==> src/include/bcb_pkg.sv <==
// package of constants, types and a decode function for the bus channel buffer
`default_nettype none
package bcb_pkg;

	// ---------------------------------------------------------------
	// structure
	// ---------------------------------------------------------------
	localparam int BCB_NCH = 5;
	localparam int BCB_DW = 32;
	localparam int BCB_QDEPTH = 16;
	localparam int BCB_PTR_W = 4;
	localparam int BCB_LVL_W = 5;
	localparam int BCB_AXI_AW = 8;

	// ---------------------------------------------------------------
	// register offsets (byte addresses)
	// ---------------------------------------------------------------
	localparam logic [7:0] BCB_OFS_LINK_MODE = 8'h00;
	localparam logic [7:0] BCB_OFS_ARG_COUNT = 8'h04;
	localparam logic [7:0] BCB_OFS_ARG0 = 8'h08;
	localparam logic [7:0] BCB_OFS_ARG4 = 8'h18;
	localparam logic [7:0] BCB_OFS_OCCUPANCY = 8'h1C;
	localparam logic [7:0] BCB_OFS_EFF_DEPTH = 8'h20;

	// ---------------------------------------------------------------
	// argument word fields and codes
	// ---------------------------------------------------------------
	localparam int BCB_ARG_DEPTH_LSB = 0;
	localparam int BCB_ARG_VALID_BYPASS_BIT = 8;
	localparam int BCB_ARG_READY_BYPASS_BIT = 9;
	localparam int BCB_ARG_FORM_LSB = 12;
	localparam logic [1:0] BCB_FORM_EXPLICIT = 2'h0;
	localparam logic [1:0] BCB_FORM_INTEGER = 2'h1;
	localparam logic [1:0] BCB_FORM_PRESET = 2'h2;
	localparam logic [1:0] BCB_PRESET_TWO_ENTRY = 2'h0;
	localparam logic [1:0] BCB_PRESET_NO_QUEUE = 2'h1;
	localparam logic [1:0] BCB_PRESET_VALID_BYPASS = 2'h2;
	localparam logic [1:0] BCB_PRESET_READY_BYPASS = 2'h3;

	// ---------------------------------------------------------------
	// channel config: {ready_bypass, valid_bypass, depth}
	// ---------------------------------------------------------------
	typedef logic [6:0] bcb_cfg_t;
	localparam bcb_cfg_t BCB_CFG_TWO_ENTRY = 7'h02;
	localparam bcb_cfg_t BCB_CFG_NO_QUEUE = 7'h00;
	localparam bcb_cfg_t BCB_CFG_VALID_BYPASS = 7'h21;
	localparam bcb_cfg_t BCB_CFG_READY_BYPASS = 7'h41;
	localparam logic [4:0] BCB_DEPTH_MAX = 5'h10;

	typedef enum logic [1:0] {BCB_LINK_AXI, BCB_LINK_TL_UNCACHED, BCB_LINK_TL_COHERENT} bcb_link_t;

	// reset values and response codes
	localparam logic [1:0] BCB_LINK_MODE_RST = 2'h0;
	localparam logic [2:0] BCB_ARG_COUNT_RST = 3'h0;
	localparam logic [31:0] BCB_ARG_RST = 32'h0000_0000;
	localparam logic [1:0] BCB_RESP_OKAY = 2'h0;
	localparam logic [1:0] BCB_RESP_SLVERR = 2'h2;

	// turn one argument word into an effective channel config
	function automatic bcb_cfg_t bcb_decode_arg(input logic [31:0] arg);
		logic [4:0] d;
		logic [1:0] form;
		d = arg[BCB_ARG_DEPTH_LSB +: 5];
		form = arg[BCB_ARG_FORM_LSB +: 2];
		if (d > BCB_DEPTH_MAX)
			d = BCB_DEPTH_MAX;
		if (form == BCB_FORM_PRESET)
		begin
			case (arg[1:0])
				BCB_PRESET_NO_QUEUE: bcb_decode_arg = BCB_CFG_NO_QUEUE;
				BCB_PRESET_VALID_BYPASS: bcb_decode_arg = BCB_CFG_VALID_BYPASS;
				BCB_PRESET_READY_BYPASS: bcb_decode_arg = BCB_CFG_READY_BYPASS;
				default: bcb_decode_arg = BCB_CFG_TWO_ENTRY;
			endcase
		end
		else if (form == BCB_FORM_INTEGER)
			bcb_decode_arg = {2'b00, d};
		else
			bcb_decode_arg = {arg[BCB_ARG_READY_BYPASS_BIT], arg[BCB_ARG_VALID_BYPASS_BIT], d};
	endfunction

endpackage
`default_nettype wire

==> src/rtl/bcb_queue_mem.sv <==
// storage array of one channel queue, read data out of a register
`timescale 1ns/1ps
`default_nettype none
module bcb_queue_mem #(
	parameter int W = 32,
	parameter int DEPTH = 16,
	parameter int AW = 4
) (
	// clock
	input wire logic clk,
	// write side
	input wire logic we,
	input wire logic [AW-1:0] waddr,
	input wire logic [W-1:0] wdata,
	// read side
	input wire logic [AW-1:0] raddr,
	output logic [W-1:0] rdata
);
	logic [W-1:0] mem [DEPTH];

	// write-through on a same-address collision so a freshly stored head shows next cycle
	always_ff @(posedge clk)
	begin
		if (we)
			mem[waddr] <= wdata;
		rdata <= (we && waddr == raddr) ? wdata : mem[raddr];
	end
endmodule
`default_nettype wire

==> src/rtl/bcb_chan_queue.sv <==
// one channel queue with run-time depth and valid/ready bypass options
`timescale 1ns/1ps
`default_nettype none
module bcb_chan_queue
	import bcb_pkg::*;
#(
	parameter int W = 32,
	parameter int DEPTH = 16
) (
	// clock and reset
	input wire logic clk,
	input wire logic rst,
	// configuration
	input wire logic [4:0] cfg_depth,
	input wire logic cfg_valid_bypass,
	input wire logic cfg_ready_bypass,
	// filling side
	input wire logic in_valid,
	input wire logic [W-1:0] in_data,
	output logic in_ready,
	// draining side
	output logic out_valid,
	output logic [W-1:0] out_data,
	input wire logic out_ready,
	// status
	output logic [4:0] level
);
	logic [3:0] wptr_reg, wptr_next, rptr_reg, rptr_next;
	logic [4:0] cnt_reg, cnt_next;
	logic [W-1:0] head;
	wire bypass_all = (cfg_depth == 5'h00);
	wire empty = (cnt_reg == 5'h00);
	wire full = (cnt_reg >= cfg_depth);
	wire through = empty && cfg_valid_bypass && out_ready;
	wire push = !bypass_all && in_valid && in_ready && !through;
	wire pop = !bypass_all && out_valid && out_ready && !empty;

	// handshake: zero depth wires straight through, else queue with optional bypass paths
	assign out_valid = bypass_all ? in_valid : (!empty || (cfg_valid_bypass && in_valid));
	assign out_data = (bypass_all || empty) ? in_data : head;
	assign in_ready = bypass_all ? out_ready : (!full || (cfg_ready_bypass && out_ready));
	assign level = cnt_reg;

	// ring pointers, arrival order kept
	assign wptr_next = push ? wptr_reg + 4'h1 : wptr_reg;
	assign rptr_next = pop ? rptr_reg + 4'h1 : rptr_reg;
	assign cnt_next = (push && !pop) ? cnt_reg + 5'h01 : ((pop && !push) ? cnt_reg - 5'h01 : cnt_reg);

	// state registers
	always_ff @(posedge clk)
	begin
		if (rst)
		begin
			wptr_reg <= 4'h0;
			rptr_reg <= 4'h0;
			cnt_reg <= 5'h00;
		end
		else
		begin
			wptr_reg <= wptr_next;
			rptr_reg <= rptr_next;
			cnt_reg <= cnt_next;
		end
	end

	// storage, read address looks one step ahead so head is ready from a flop
	bcb_queue_mem #(.W(W), .DEPTH(DEPTH), .AW(4)) u_mem (
		.clk(clk),
		.we(push),
		.waddr(wptr_reg),
		.wdata(in_data),
		.raddr(rptr_next),
		.rdata(head)
	);
endmodule
`default_nettype wire

==> src/rtl/bcb_channel_buffer.sv <==
// top of the bus channel buffer: five channel queues and the AXI4-Lite register slave
//
// The AXI4-Lite slave port and the register offsets were left to the implementer.
`timescale 1ns/1ps
`default_nettype none

module bcb_channel_buffer (
	// clock and reset
	input wire logic CLK,
	input wire logic RST,
	// register bus, write address
	input wire logic S_AXI_AWVALID,
	output logic S_AXI_AWREADY,
	input wire logic [bcb_pkg::BCB_AXI_AW-1:0] S_AXI_AWADDR,
	input wire logic [2:0] S_AXI_AWPROT,
	// register bus, write data
	input wire logic S_AXI_WVALID,
	output logic S_AXI_WREADY,
	input wire logic [31:0] S_AXI_WDATA,
	input wire logic [3:0] S_AXI_WSTRB,
	// register bus, write response
	output logic S_AXI_BVALID,
	input wire logic S_AXI_BREADY,
	output logic [1:0] S_AXI_BRESP,
	// register bus, read address
	input wire logic S_AXI_ARVALID,
	output logic S_AXI_ARREADY,
	input wire logic [bcb_pkg::BCB_AXI_AW-1:0] S_AXI_ARADDR,
	input wire logic [2:0] S_AXI_ARPROT,
	// register bus, read data
	output logic S_AXI_RVALID,
	input wire logic S_AXI_RREADY,
	output logic [31:0] S_AXI_RDATA,
	output logic [1:0] S_AXI_RRESP,
	// channel filling side, one bit or word per channel
	input wire logic [bcb_pkg::BCB_NCH-1:0] CH_IN_VALID,
	input wire logic [bcb_pkg::BCB_NCH*bcb_pkg::BCB_DW-1:0] CH_IN_DATA,
	output logic [bcb_pkg::BCB_NCH-1:0] CH_IN_READY,
	// channel draining side
	output logic [bcb_pkg::BCB_NCH-1:0] CH_OUT_VALID,
	output logic [bcb_pkg::BCB_NCH*bcb_pkg::BCB_DW-1:0] CH_OUT_DATA,
	input wire logic [bcb_pkg::BCB_NCH-1:0] CH_OUT_READY
);
	import bcb_pkg::*;

	// ---------------------------------------------------------------
	// software-visible state
	// ---------------------------------------------------------------
	logic [1:0] link_mode_reg;
	logic [2:0] arg_count_reg;
	logic [31:0] arg_reg [BCB_NCH];
	bcb_cfg_t cfg_reg [BCB_NCH];
	bcb_cfg_t cfg_next [BCB_NCH];
	bcb_cfg_t arg_cfg [BCB_NCH];
	logic [4:0] level [BCB_NCH];
	logic [BCB_NCH-1:0] ch_idle;

	// ---------------------------------------------------------------
	// bus handshake state
	// ---------------------------------------------------------------
	logic aw_full_reg, aw_full_next;
	logic w_full_reg, w_full_next;
	logic [BCB_AXI_AW-1:0] aw_addr_reg;
	logic [31:0] w_data_reg;
	logic [3:0] w_strb_reg;
	logic awready_reg, wready_reg, bvalid_reg, bvalid_next;
	logic [1:0] bresp_reg;
	logic arready_reg, rvalid_reg, rvalid_next;
	logic [31:0] rdata_reg;
	logic [1:0] rresp_reg;

	// merge byte lanes of a write into an old word
	function automatic logic [31:0] merge_bytes(input logic [31:0] old_w, input logic [31:0] new_w,
		input logic [3:0] strb);
		logic [31:0] r;
		r = old_w;
		for (int b = 0; b < 4; b++)
			if (strb[b])
				r[8*b +: 8] = new_w[8*b +: 8];
		merge_bytes = r;
	endfunction

	// which argument feeds a channel: 0..4, or 7 for the two-entry preset
	function automatic logic [2:0] arg_for_chan(input logic [1:0] mode, input logic [2:0] n,
		input logic [2:0] ch);
		logic towards_client;
		towards_client = (mode == BCB_LINK_AXI) ? (ch == 3'h2 || ch == 3'h4)
			: (ch == 3'h1 || ch == 3'h3);
		if (n == 3'h1)
			arg_for_chan = 3'h0;
		else if (n == 3'h2)
			arg_for_chan = towards_client ? 3'h1 : 3'h0;
		else if (n == 3'h5)
			arg_for_chan = ch;
		else
			arg_for_chan = 3'h7;
	endfunction

	// ---------------------------------------------------------------
	// channel configuration
	// ---------------------------------------------------------------
	wire all_idle = &ch_idle;
	wire cfg_upd = all_idle;

	// per-channel decode; uncached links carry no B, C or E traffic
	genvar gc;
	generate
		for (gc = 0; gc < BCB_NCH; gc++)
		begin : g_cfg
			wire [2:0] sel = arg_for_chan(link_mode_reg, arg_count_reg, 3'(gc));
			wire unused_chan = (link_mode_reg == BCB_LINK_TL_UNCACHED) && (gc != 0) && (gc != 3);
			assign arg_cfg[gc] = bcb_decode_arg(arg_reg[gc]);
			assign cfg_next[gc] = unused_chan ? BCB_CFG_NO_QUEUE
				: (sel == 3'h7) ? BCB_CFG_TWO_ENTRY
				: arg_cfg[sel];
			assign ch_idle[gc] = (level[gc] == 5'h00);
		end
	endgenerate

	// new configuration only lands while every queue is empty, so no item is stranded
	always_ff @(posedge CLK)
	begin
		for (int c = 0; c < BCB_NCH; c++)
			if (RST)
				cfg_reg[c] <= BCB_CFG_TWO_ENTRY;
			else if (cfg_upd)
				cfg_reg[c] <= cfg_next[c];
	end

	// ---------------------------------------------------------------
	// channel queues
	// ---------------------------------------------------------------
	generate
		for (gc = 0; gc < BCB_NCH; gc++)
		begin : g_q
			bcb_chan_queue #(.W(BCB_DW), .DEPTH(BCB_QDEPTH)) u_q (
				.clk(CLK),
				.rst(RST),
				.cfg_depth(cfg_reg[gc][4:0]),
				.cfg_valid_bypass(cfg_reg[gc][5]),
				.cfg_ready_bypass(cfg_reg[gc][6]),
				.in_valid(CH_IN_VALID[gc]),
				.in_data(CH_IN_DATA[gc*BCB_DW +: BCB_DW]),
				.in_ready(CH_IN_READY[gc]),
				.out_valid(CH_OUT_VALID[gc]),
				.out_data(CH_OUT_DATA[gc*BCB_DW +: BCB_DW]),
				.out_ready(CH_OUT_READY[gc]),
				.level(level[gc])
			);
		end
	endgenerate

	// ---------------------------------------------------------------
	// write path
	// ---------------------------------------------------------------
	wire aw_take = S_AXI_AWVALID && awready_reg;
	wire w_take = S_AXI_WVALID && wready_reg;
	wire do_write = aw_full_reg && w_full_reg && !bvalid_reg;
	wire wr_arg = (aw_addr_reg >= BCB_OFS_ARG0) && (aw_addr_reg <= BCB_OFS_ARG4)
		&& (aw_addr_reg[1:0] == 2'h0);
	wire [2:0] wr_idx = 3'((aw_addr_reg - BCB_OFS_ARG0) >> 2);
	wire wr_mode = (aw_addr_reg == BCB_OFS_LINK_MODE);
	wire wr_count = (aw_addr_reg == BCB_OFS_ARG_COUNT);
	wire wr_ro = (aw_addr_reg == BCB_OFS_OCCUPANCY) || (aw_addr_reg == BCB_OFS_EFF_DEPTH);
	wire wr_hit = wr_arg || wr_mode || wr_count || wr_ro;
	wire [31:0] mode_merged = merge_bytes({30'h0, link_mode_reg}, w_data_reg, w_strb_reg);
	wire [31:0] count_merged = merge_bytes({29'h0, arg_count_reg}, w_data_reg, w_strb_reg);

	// address and data may come in either order; each slot frees once the write is done
	assign aw_full_next = (aw_full_reg || aw_take) && !do_write;
	assign w_full_next = (w_full_reg || w_take) && !do_write;
	assign bvalid_next = do_write || (bvalid_reg && !S_AXI_BREADY);

	// bus handshake flops
	always_ff @(posedge CLK)
	begin
		if (RST)
		begin
			aw_full_reg <= 1'b0;
			w_full_reg <= 1'b0;
			awready_reg <= 1'b0;
			wready_reg <= 1'b0;
			bvalid_reg <= 1'b0;
			bresp_reg <= BCB_RESP_OKAY;
		end
		else
		begin
			aw_full_reg <= aw_full_next;
			w_full_reg <= w_full_next;
			awready_reg <= !aw_full_next;
			wready_reg <= !w_full_next;
			bvalid_reg <= bvalid_next;
			if (do_write)
				bresp_reg <= wr_hit ? BCB_RESP_OKAY : BCB_RESP_SLVERR;
		end
	end

	// payload capture
	always_ff @(posedge CLK)
	begin
		if (aw_take)
			aw_addr_reg <= S_AXI_AWADDR;
		if (w_take)
		begin
			w_data_reg <= S_AXI_WDATA;
			w_strb_reg <= S_AXI_WSTRB;
		end
	end

	// register writes; read-only registers silently keep their value
	always_ff @(posedge CLK)
	begin
		if (RST)
		begin
			link_mode_reg <= BCB_LINK_MODE_RST;
			arg_count_reg <= BCB_ARG_COUNT_RST;
			for (int c = 0; c < BCB_NCH; c++)
				arg_reg[c] <= BCB_ARG_RST;
		end
		else if (do_write)
		begin
			if (wr_mode)
				link_mode_reg <= mode_merged[1:0];
			if (wr_count)
				arg_count_reg <= count_merged[2:0];
			if (wr_arg)
				arg_reg[wr_idx] <= merge_bytes(arg_reg[wr_idx], w_data_reg, w_strb_reg);
		end
	end

	// ---------------------------------------------------------------
	// read path
	// ---------------------------------------------------------------
	wire ar_take = S_AXI_ARVALID && arready_reg;
	wire rd_arg = (S_AXI_ARADDR >= BCB_OFS_ARG0) && (S_AXI_ARADDR <= BCB_OFS_ARG4)
		&& (S_AXI_ARADDR[1:0] == 2'h0);
	wire [2:0] rd_idx = 3'((S_AXI_ARADDR - BCB_OFS_ARG0) >> 2);
	wire [31:0] occupancy_word = {7'h00, level[4], level[3], level[2], level[1], level[0]};
	wire [31:0] eff_depth_word = {7'h00, cfg_reg[4][4:0], cfg_reg[3][4:0], cfg_reg[2][4:0],
		cfg_reg[1][4:0], cfg_reg[0][4:0]};
	logic [31:0] rd_word;
	logic rd_hit;

	// read decode
	always_comb
	begin
		rd_hit = 1'b1;
		if (S_AXI_ARADDR == BCB_OFS_LINK_MODE)
			rd_word = {30'h0, link_mode_reg};
		else if (S_AXI_ARADDR == BCB_OFS_ARG_COUNT)
			rd_word = {29'h0, arg_count_reg};
		else if (rd_arg)
			rd_word = arg_reg[rd_idx];
		else if (S_AXI_ARADDR == BCB_OFS_OCCUPANCY)
			rd_word = occupancy_word;
		else if (S_AXI_ARADDR == BCB_OFS_EFF_DEPTH)
			rd_word = eff_depth_word;
		else
		begin
			rd_word = 32'h0000_0000;
			rd_hit = 1'b0;
		end
	end

	assign rvalid_next = ar_take || (rvalid_reg && !S_AXI_RREADY);

	// one read outstanding; address is refused while an answer waits
	always_ff @(posedge CLK)
	begin
		if (RST)
		begin
			arready_reg <= 1'b0;
			rvalid_reg <= 1'b0;
			rdata_reg <= 32'h0000_0000;
			rresp_reg <= BCB_RESP_OKAY;
		end
		else
		begin
			arready_reg <= !rvalid_next;
			rvalid_reg <= rvalid_next;
			if (ar_take)
			begin
				rdata_reg <= rd_word;
				rresp_reg <= rd_hit ? BCB_RESP_OKAY : BCB_RESP_SLVERR;
			end
		end
	end

	// bus outputs straight from flops
	assign S_AXI_AWREADY = awready_reg;
	assign S_AXI_WREADY = wready_reg;
	assign S_AXI_BVALID = bvalid_reg;
	assign S_AXI_BRESP = bresp_reg;
	assign S_AXI_ARREADY = arready_reg;
	assign S_AXI_RVALID = rvalid_reg;
	assign S_AXI_RDATA = rdata_reg;
	assign S_AXI_RRESP = rresp_reg;
endmodule
`default_nettype wire

==> config.mk <==
export PLATFORM = sky130hd
export DESIGN_NAME = bcb_channel_buffer
export DESIGN_NICKNAME = d
export VERILOG_FILES = /design/src/include/bcb_pkg.sv /design/src/rtl/bcb_queue_mem.sv /design/src/rtl/bcb_chan_queue.sv /design/src/rtl/bcb_channel_buffer.sv
export SDC_FILE = /design/constraint.sdc
export NUM_CORES = 2
export LEC_CHECK = 0
export ABC_AREA = 1
export BUFFER_PORTS_ARGS = -buffer_cell sky130_fd_sc_hd__buf_4
export CELL_PAD_IN_SITES_DETAIL_PLACEMENT = 0
export CELL_PAD_IN_SITES_GLOBAL_PLACEMENT = 2
export CORE_MARGIN = 8
export CORE_UTILIZATION = 43
export CTS_BUF_LIST = sky130_fd_sc_hd__clkbuf_4 sky130_fd_sc_hd__clkbuf_8 sky130_fd_sc_hd__clkbuf_16
export DETAILED_ROUTE_END_ITERATION = 16
export GPL_ROUTABILITY_DRIVEN = 0
export PLACE_DENSITY = 0.85
export SYNTH_ARGS = -nofsm -noshare
export SYNTH_HDL_FRONTEND = slang
export SYNTH_SLANG_ARGS = --single-unit
==> constraint.sdc <==
create_clock -name CLK -period 5.41 [get_ports CLK]
set_input_delay 0.541 -clock CLK [delete_from_list [all_inputs] [get_ports CLK]]
set_output_delay 0.541 -clock CLK [all_outputs]
set_load 0.005 [all_outputs]
Word-level counts from Yosys, hierarchy flattened
Memory sizes are Yosys's and may differ from the RTL's. A register that Yosys moved wholly into a read port is not among the register bits.
Index checks and enable logic that the tools add are counted.
W data, S select, Z words.
{"block": "word_totals", "regBits": 157, "latchBits": 0, "ram_bits": 2755, "rom_bits": 0, "input_bits": 235, "out_inout_bits": 211, "elab_cells": 439, "n_memories": 7}
{"name": "g_q[0].u_q.u_mem.mem", "depth": 16, "width": 32, "rd": 1, "rd_clocked_by_memory_dff": 1, "write_ports": 1, "line": "bcb_queue_mem.sv:19", "rtl": "logic [W-1:0] mem [DEPTH];"}
{"name": "g_q[1].u_q.u_mem.mem", "depth": 16, "width": 32, "rd": 1, "rd_clocked_by_memory_dff": 1, "write_ports": 1, "line": "bcb_queue_mem.sv:19"}
{"name": "g_q[2].u_q.u_mem.mem", "depth": 16, "width": 32, "rd": 1, "rd_clocked_by_memory_dff": 1, "write_ports": 1, "line": "bcb_queue_mem.sv:19"}
{"name": "g_q[3].u_q.u_mem.mem", "depth": 16, "width": 32, "rd": 1, "rd_clocked_by_memory_dff": 1, "write_ports": 1, "line": "bcb_queue_mem.sv:19"}
{"name": "g_q[4].u_q.u_mem.mem", "depth": 16, "width": 32, "rd": 1, "rd_clocked_by_memory_dff": 1, "write_ports": 1, "line": "bcb_queue_mem.sv:19"}
{"name": "arg_reg", "depth": 5, "width": 32, "rd": 6, "rd_clocked_by_memory_dff": 0, "write_ports": 5, "line": "bcb_channel_buffer.sv:51", "rtl": "logic [31:0] arg_reg [BCB_NCH];"}
{"name": "1 more memories"}
{"block": "op_classes", "n_addsub": 22, "n_mul": 0, "n_div": 0, "n_lt_le_gt_ge": 19, "n_eq_ne": 44, "shift": 0, "muxes": 146, "bitwise_logic": 10, "n_reduce_logical": 161}
{"op": "$mux W32", "n": 9}
{"op": "$mux W7", "n": 33}
{"op": "$mux W8", "n": 16}
{"op": "$bmux W7 S3", "n": 5}
{"op": "$pmux W7 S3", "n": 5}
{"op": "$mux W5", "n": 15}
{"op": "$logic_and A1 B1 Y1", "n": 73}
{"op": "$logic_not A5 Y1", "n": 10}
{"op": "$mux W25", "n": 2}
{"op": "$mux W3", "n": 15}
{"op": "$add A4 B1 Y4 const B", "n": 10}
{"op": "$logic_not A1 Y1", "n": 37}
{"op": "$mux W1", "n": 37}
{"op": "$reduce_or A32 Y1", "n": 1}
{"op": "$eq A2 B2 Y1 const B", "n": 15}
{"op": "$add A5 B1 Y5 const B", "n": 5}
{"op": "$ge A5 B5 Y1", "n": 5}
{"op": "$gt A5 B5 Y1 const B", "n": 5}
{"op": "$sub A5 B1 Y5 const B", "n": 5}
{"op": "$mux W4", "n": 6}
{"op": "$logic_or A1 B1 Y1", "n": 23}
{"op": "$eq A2 B1 Y1 const B", "n": 11}
{"op": "$ge A4 B4 Y1 const B", "n": 5}
{"op": "$not A3 Y4", "n": 5}
{"op": "18 further kinds", "n": 49}

Longest topological paths before layout
{"block": "logic_depth", "ltp_word": 12, "mapped_depth": 21}

Cells and area by module
Synthesis repeated with hierarchy kept, for this count alone.
{"block": "hier_totals", "hier_cells": 13054, "hier_area_um2": 135262.2}
{"mod": "bcb_queue_mem", "instances": 5, "cells_each": 2092, "area_per_inst_um2": 22170.0, "seq_area_each_um2": 15454.8}
{"mod": "bcb_channel_buffer", "instances": 1, "cells_each": 1704, "area_per_inst_um2": 16711.0, "seq_area_each_um2": 10980.5}
{"mod": "bcb_chan_queue", "instances": 5, "cells_each": 178, "area_per_inst_um2": 1540.2, "seq_area_each_um2": 260.2}

Worst setup path after synthesis
No wires, ideal clock.
{"block": "synth_timing", "path_type": "register to register", "start": "mem cfg_reg[3][4] in the netlist's numbering", "end": "mem g_q[3].u_q.u_mem.mem[10][0] (enable)", "arrival_time_ns": 3.667, "required_time_ns": 4.949, "setup_slack_ns": 1.282, "path_stages_with_launch": 11, "path_buffers": 1, "period_less_slack_ns": 4.128, "cell_sequence": "edfxtp_1 > inv_1 > ha_1 > nand2_1 > inv_1 > a21oi_1 > nand3_1 > nand3_1 > nand3_1 > clkbuf_1 > nor3_1"}
{"item": "start: declaration", "line": "bcb_channel_buffer.sv:52", "rtl": "bcb_cfg_t cfg_reg [BCB_NCH];"}
{"item": "end: declaration", "line": "bcb_queue_mem.sv:19"}

==> results_dict.tcl <==
set metrics [dict create \
    status "complete, no violations" \
    grt_antenna_before_repair 25 \
    syn_to_final_growth_pct 16.6 \
    track_usage_pct 21.7 \
    vdd_drop_max_uv 499 \
    p_comb_share_pct 29.0 \
    core.rowCount 198 \
    cts-htree-levels 5 \
    fp.dieH_um 556 \
    cts_tree "done" \
    seq_power_share_pct 39.6 \
    final_common_cell "edfxtp_1" \
    cts_root_buffer "clkbuf_16" \
    post-cts-setup-buffers 0 \
    utilization_pct 50.3 \
    highest_layer "met5" \
    reg2reg_from "cfg_reg[1][4]" \
    die_w_um 556 \
    cts_buffers 326 \
    switching_share_pct 33.3 \
    start_util_pct 43.1 \
    hold_violations 0 \
    cp-endpoint "CH_OUT_DATA[148]" \
    boundaryPins 446 \
    finalPower_mw 70.0 \
    wire_per_inst_um 22.7 \
    worstMarginPinSlew_ns 1.30 \
    crit_type "register to output pin" \
    largest_register_ffs 2560 \
    dieArea_um2 309000 \
    leakage_nw 52.6 \
    layout-drive-gt1-share_pct 11.7 \
    grt_max_degree 257 \
    final_net_count 11400 \
    power.switching_mw 23.3 \
    r2r_end "g_q[1].u_q.u_mem.mem[13][10]" \
    avgSynthCellArea_um2 11.9 \
    drt_iter0_drc 7774 \
    arrival_ns 3.82 \
    cp-end-kind "output pin" \
    cts.path.max_buffers 4 \
    dr.pass1.iters 6 \
    n_fill_cell 25000 \
    seq_area_frac_synth_pct 71.5 \
    maxCapViolCount 0 \
    maxSlewViolCount 0 \
    syn_inst 10500 \
    routed_wl_um 347000 \
    drcViolationCount 0 \
    min_period_over_period_pct 80.6 \
    postCtsResizedCells 0 \
    hold_ws_ns 0.0968 \
    crit_fanout 153 \
    wl_met1_um 149000 \
    setup_viol 0 \
    hold_buffers 212 \
    rsz0062_at_grt "false" \
    overflow 0 \
    synth_area_um2 125000 \
    port_buffers 437 \
    tns_ns 0 \
    worst_setup_path_start_kind "register" \
    reg2reg_slack_ns 1.34 \
    met3_wirelength_um 22000 \
    synth_warnings 0 \
    fin_skew_ns 0.0414 \
    grt_pass1_wl_um 515000 \
    slew_headroom_pct 12.6 \
    routed-wl-met2_um 167000 \
    path_clk_slew_ns 0.06 \
    vias_per_cell 5.44 \
    r2r_cells 10 \
    synth_enable_flop_cells 2895 \
    coreArea_um2 290000 \
    hpwl_um 187000 \
    ys_ff_latch 3026 \
    cp.required_ns 4.87 \
    layout_common_cells "edfxtp_1, nand2_1, nor2_1" \
    vias 83200 \
    clock_sinks 3026 \
    power_density_nw_per_um2 479 \
    ys_types 44 \
    timing.fmax_ghz 0.229 \
    clkLatencyLatePin_ns 0.89 \
    period_needed_ns 4.36 \
    power.share.clock_pct 31.4 \
    grt_pass1_vias 82100 \
    ant_nets 0 \
    dominantRegCellSynth "edfxtp_1" \
    p_int_mw 46.7 \
    holdCritPathClass "input port to register" \
    synthArstFlopShare_pct 0 \
]
critical path: stages (launching register included):
cell and delay (ns):
dfxtp_4 0.54, inv_6 0.83, buf_4 0.53, nor2_1 0.09, o221ai_1 0.21, nand3_1 0.11, nand2_1 0.15, nand2_1 0.07
nand2_1 0.09, buf_4 0.11
cell usage after synthesis (all sizes together), types with 100 or more instances:
master	instances	area, µm²
buf	185	853
nand2	2397	9100
inv	337	1260
edfxtp	2895	86900
nand3	892	4460
clkbuf	457	1720
o21a	181	1360
nor3	100	500
o211ai	220	1650
a21oi	405	2030
nor2	1078	4130
o21bai	362	2720
o221ai	181	1590
o21ai	447	2240
dfxtp	131	2620
power groups by stage:
| stage | logic, mW | clock network [mW] | registers (mW) |
|---|---|---|---|
| 2_1_floorplan | 13.4 | 0 | 27.5 |
| 3_3_place_gp | 19.8 | 0 | 28.2 |
| 3_5_place_dp | 20.3 | 0 | 28.2 |
| 4_1_cts | 20.5 | 22.4 | 27.7 |
| 5_1_grt | 22.7 | 23.3 | 27.8 |
| 6_report | 20.3 | 22.0 | 27.7 |
metal layers:
| layer | GRT usage [%] | vias to the layer above |
|---|---|---|
| met1 | 30.0 | 41300 |
| met4 | 5.33 | 4 |
| met5 | 0 | - |
| met3 | 3.10 | 522 |
| met2 | 36.2 | 2671 |
| li1 | - | 38700 |
stage by stage:
step           cell area (µm²)  cells  setup WS, ns
2_1_floorplan           126000  10600          1.28
3_3_place_gp            133000  14500          1.40
6_report                146000  15300          1.05
4_1_cts                 146000  15300         0.994
5_1_grt                 146000  15300         0.784
3_5_place_dp            133000  14500          1.30
layout make-up:
cell class	instances	area [µm²]	area share (%)
sequential	3026	89600	61.3
clock buffer	422	8960	6.13
antenna	9	22.5	0.0154
multi-input combinational	6584	32600	22.3
clock inverter	167	1670	1.14
tap	3900	4880	3.34
inverter	339	1310	0.896
timing repair buffer	841	7020	4.81
how the worst min path moves through the flow:
stage / startpoint / end / cells past startpoint
2_1_floorplan: g_q[0].u_q.rptr_reg[3] / register / 1
6_report: RST / w_full_reg / 2
4_1_cts: CH_OUT_READY[2] / register / 4
5_1_grt: RST / aw_full_reg / 2
3_5_place_dp: g_q[0].u_q.rptr_reg[3] / register / 1
3_3_place_gp: g_q[2].u_q.rptr_reg[3] / register / 1
kinds of logic after synthesis:
| kind of cell | synth area share [%] |
|---|---|
| buf+inv | 3.07 |
| xor+xnor | 0.252 |
| mux | 0.0240 |
| other cells | 0.00299 |
| simple gates | 14.9 |
| flops | 71.5 |
| compound gates | 9.47 |
| fa+ha+maj | 0.799 |
Power figures use the tool's default switching activity.
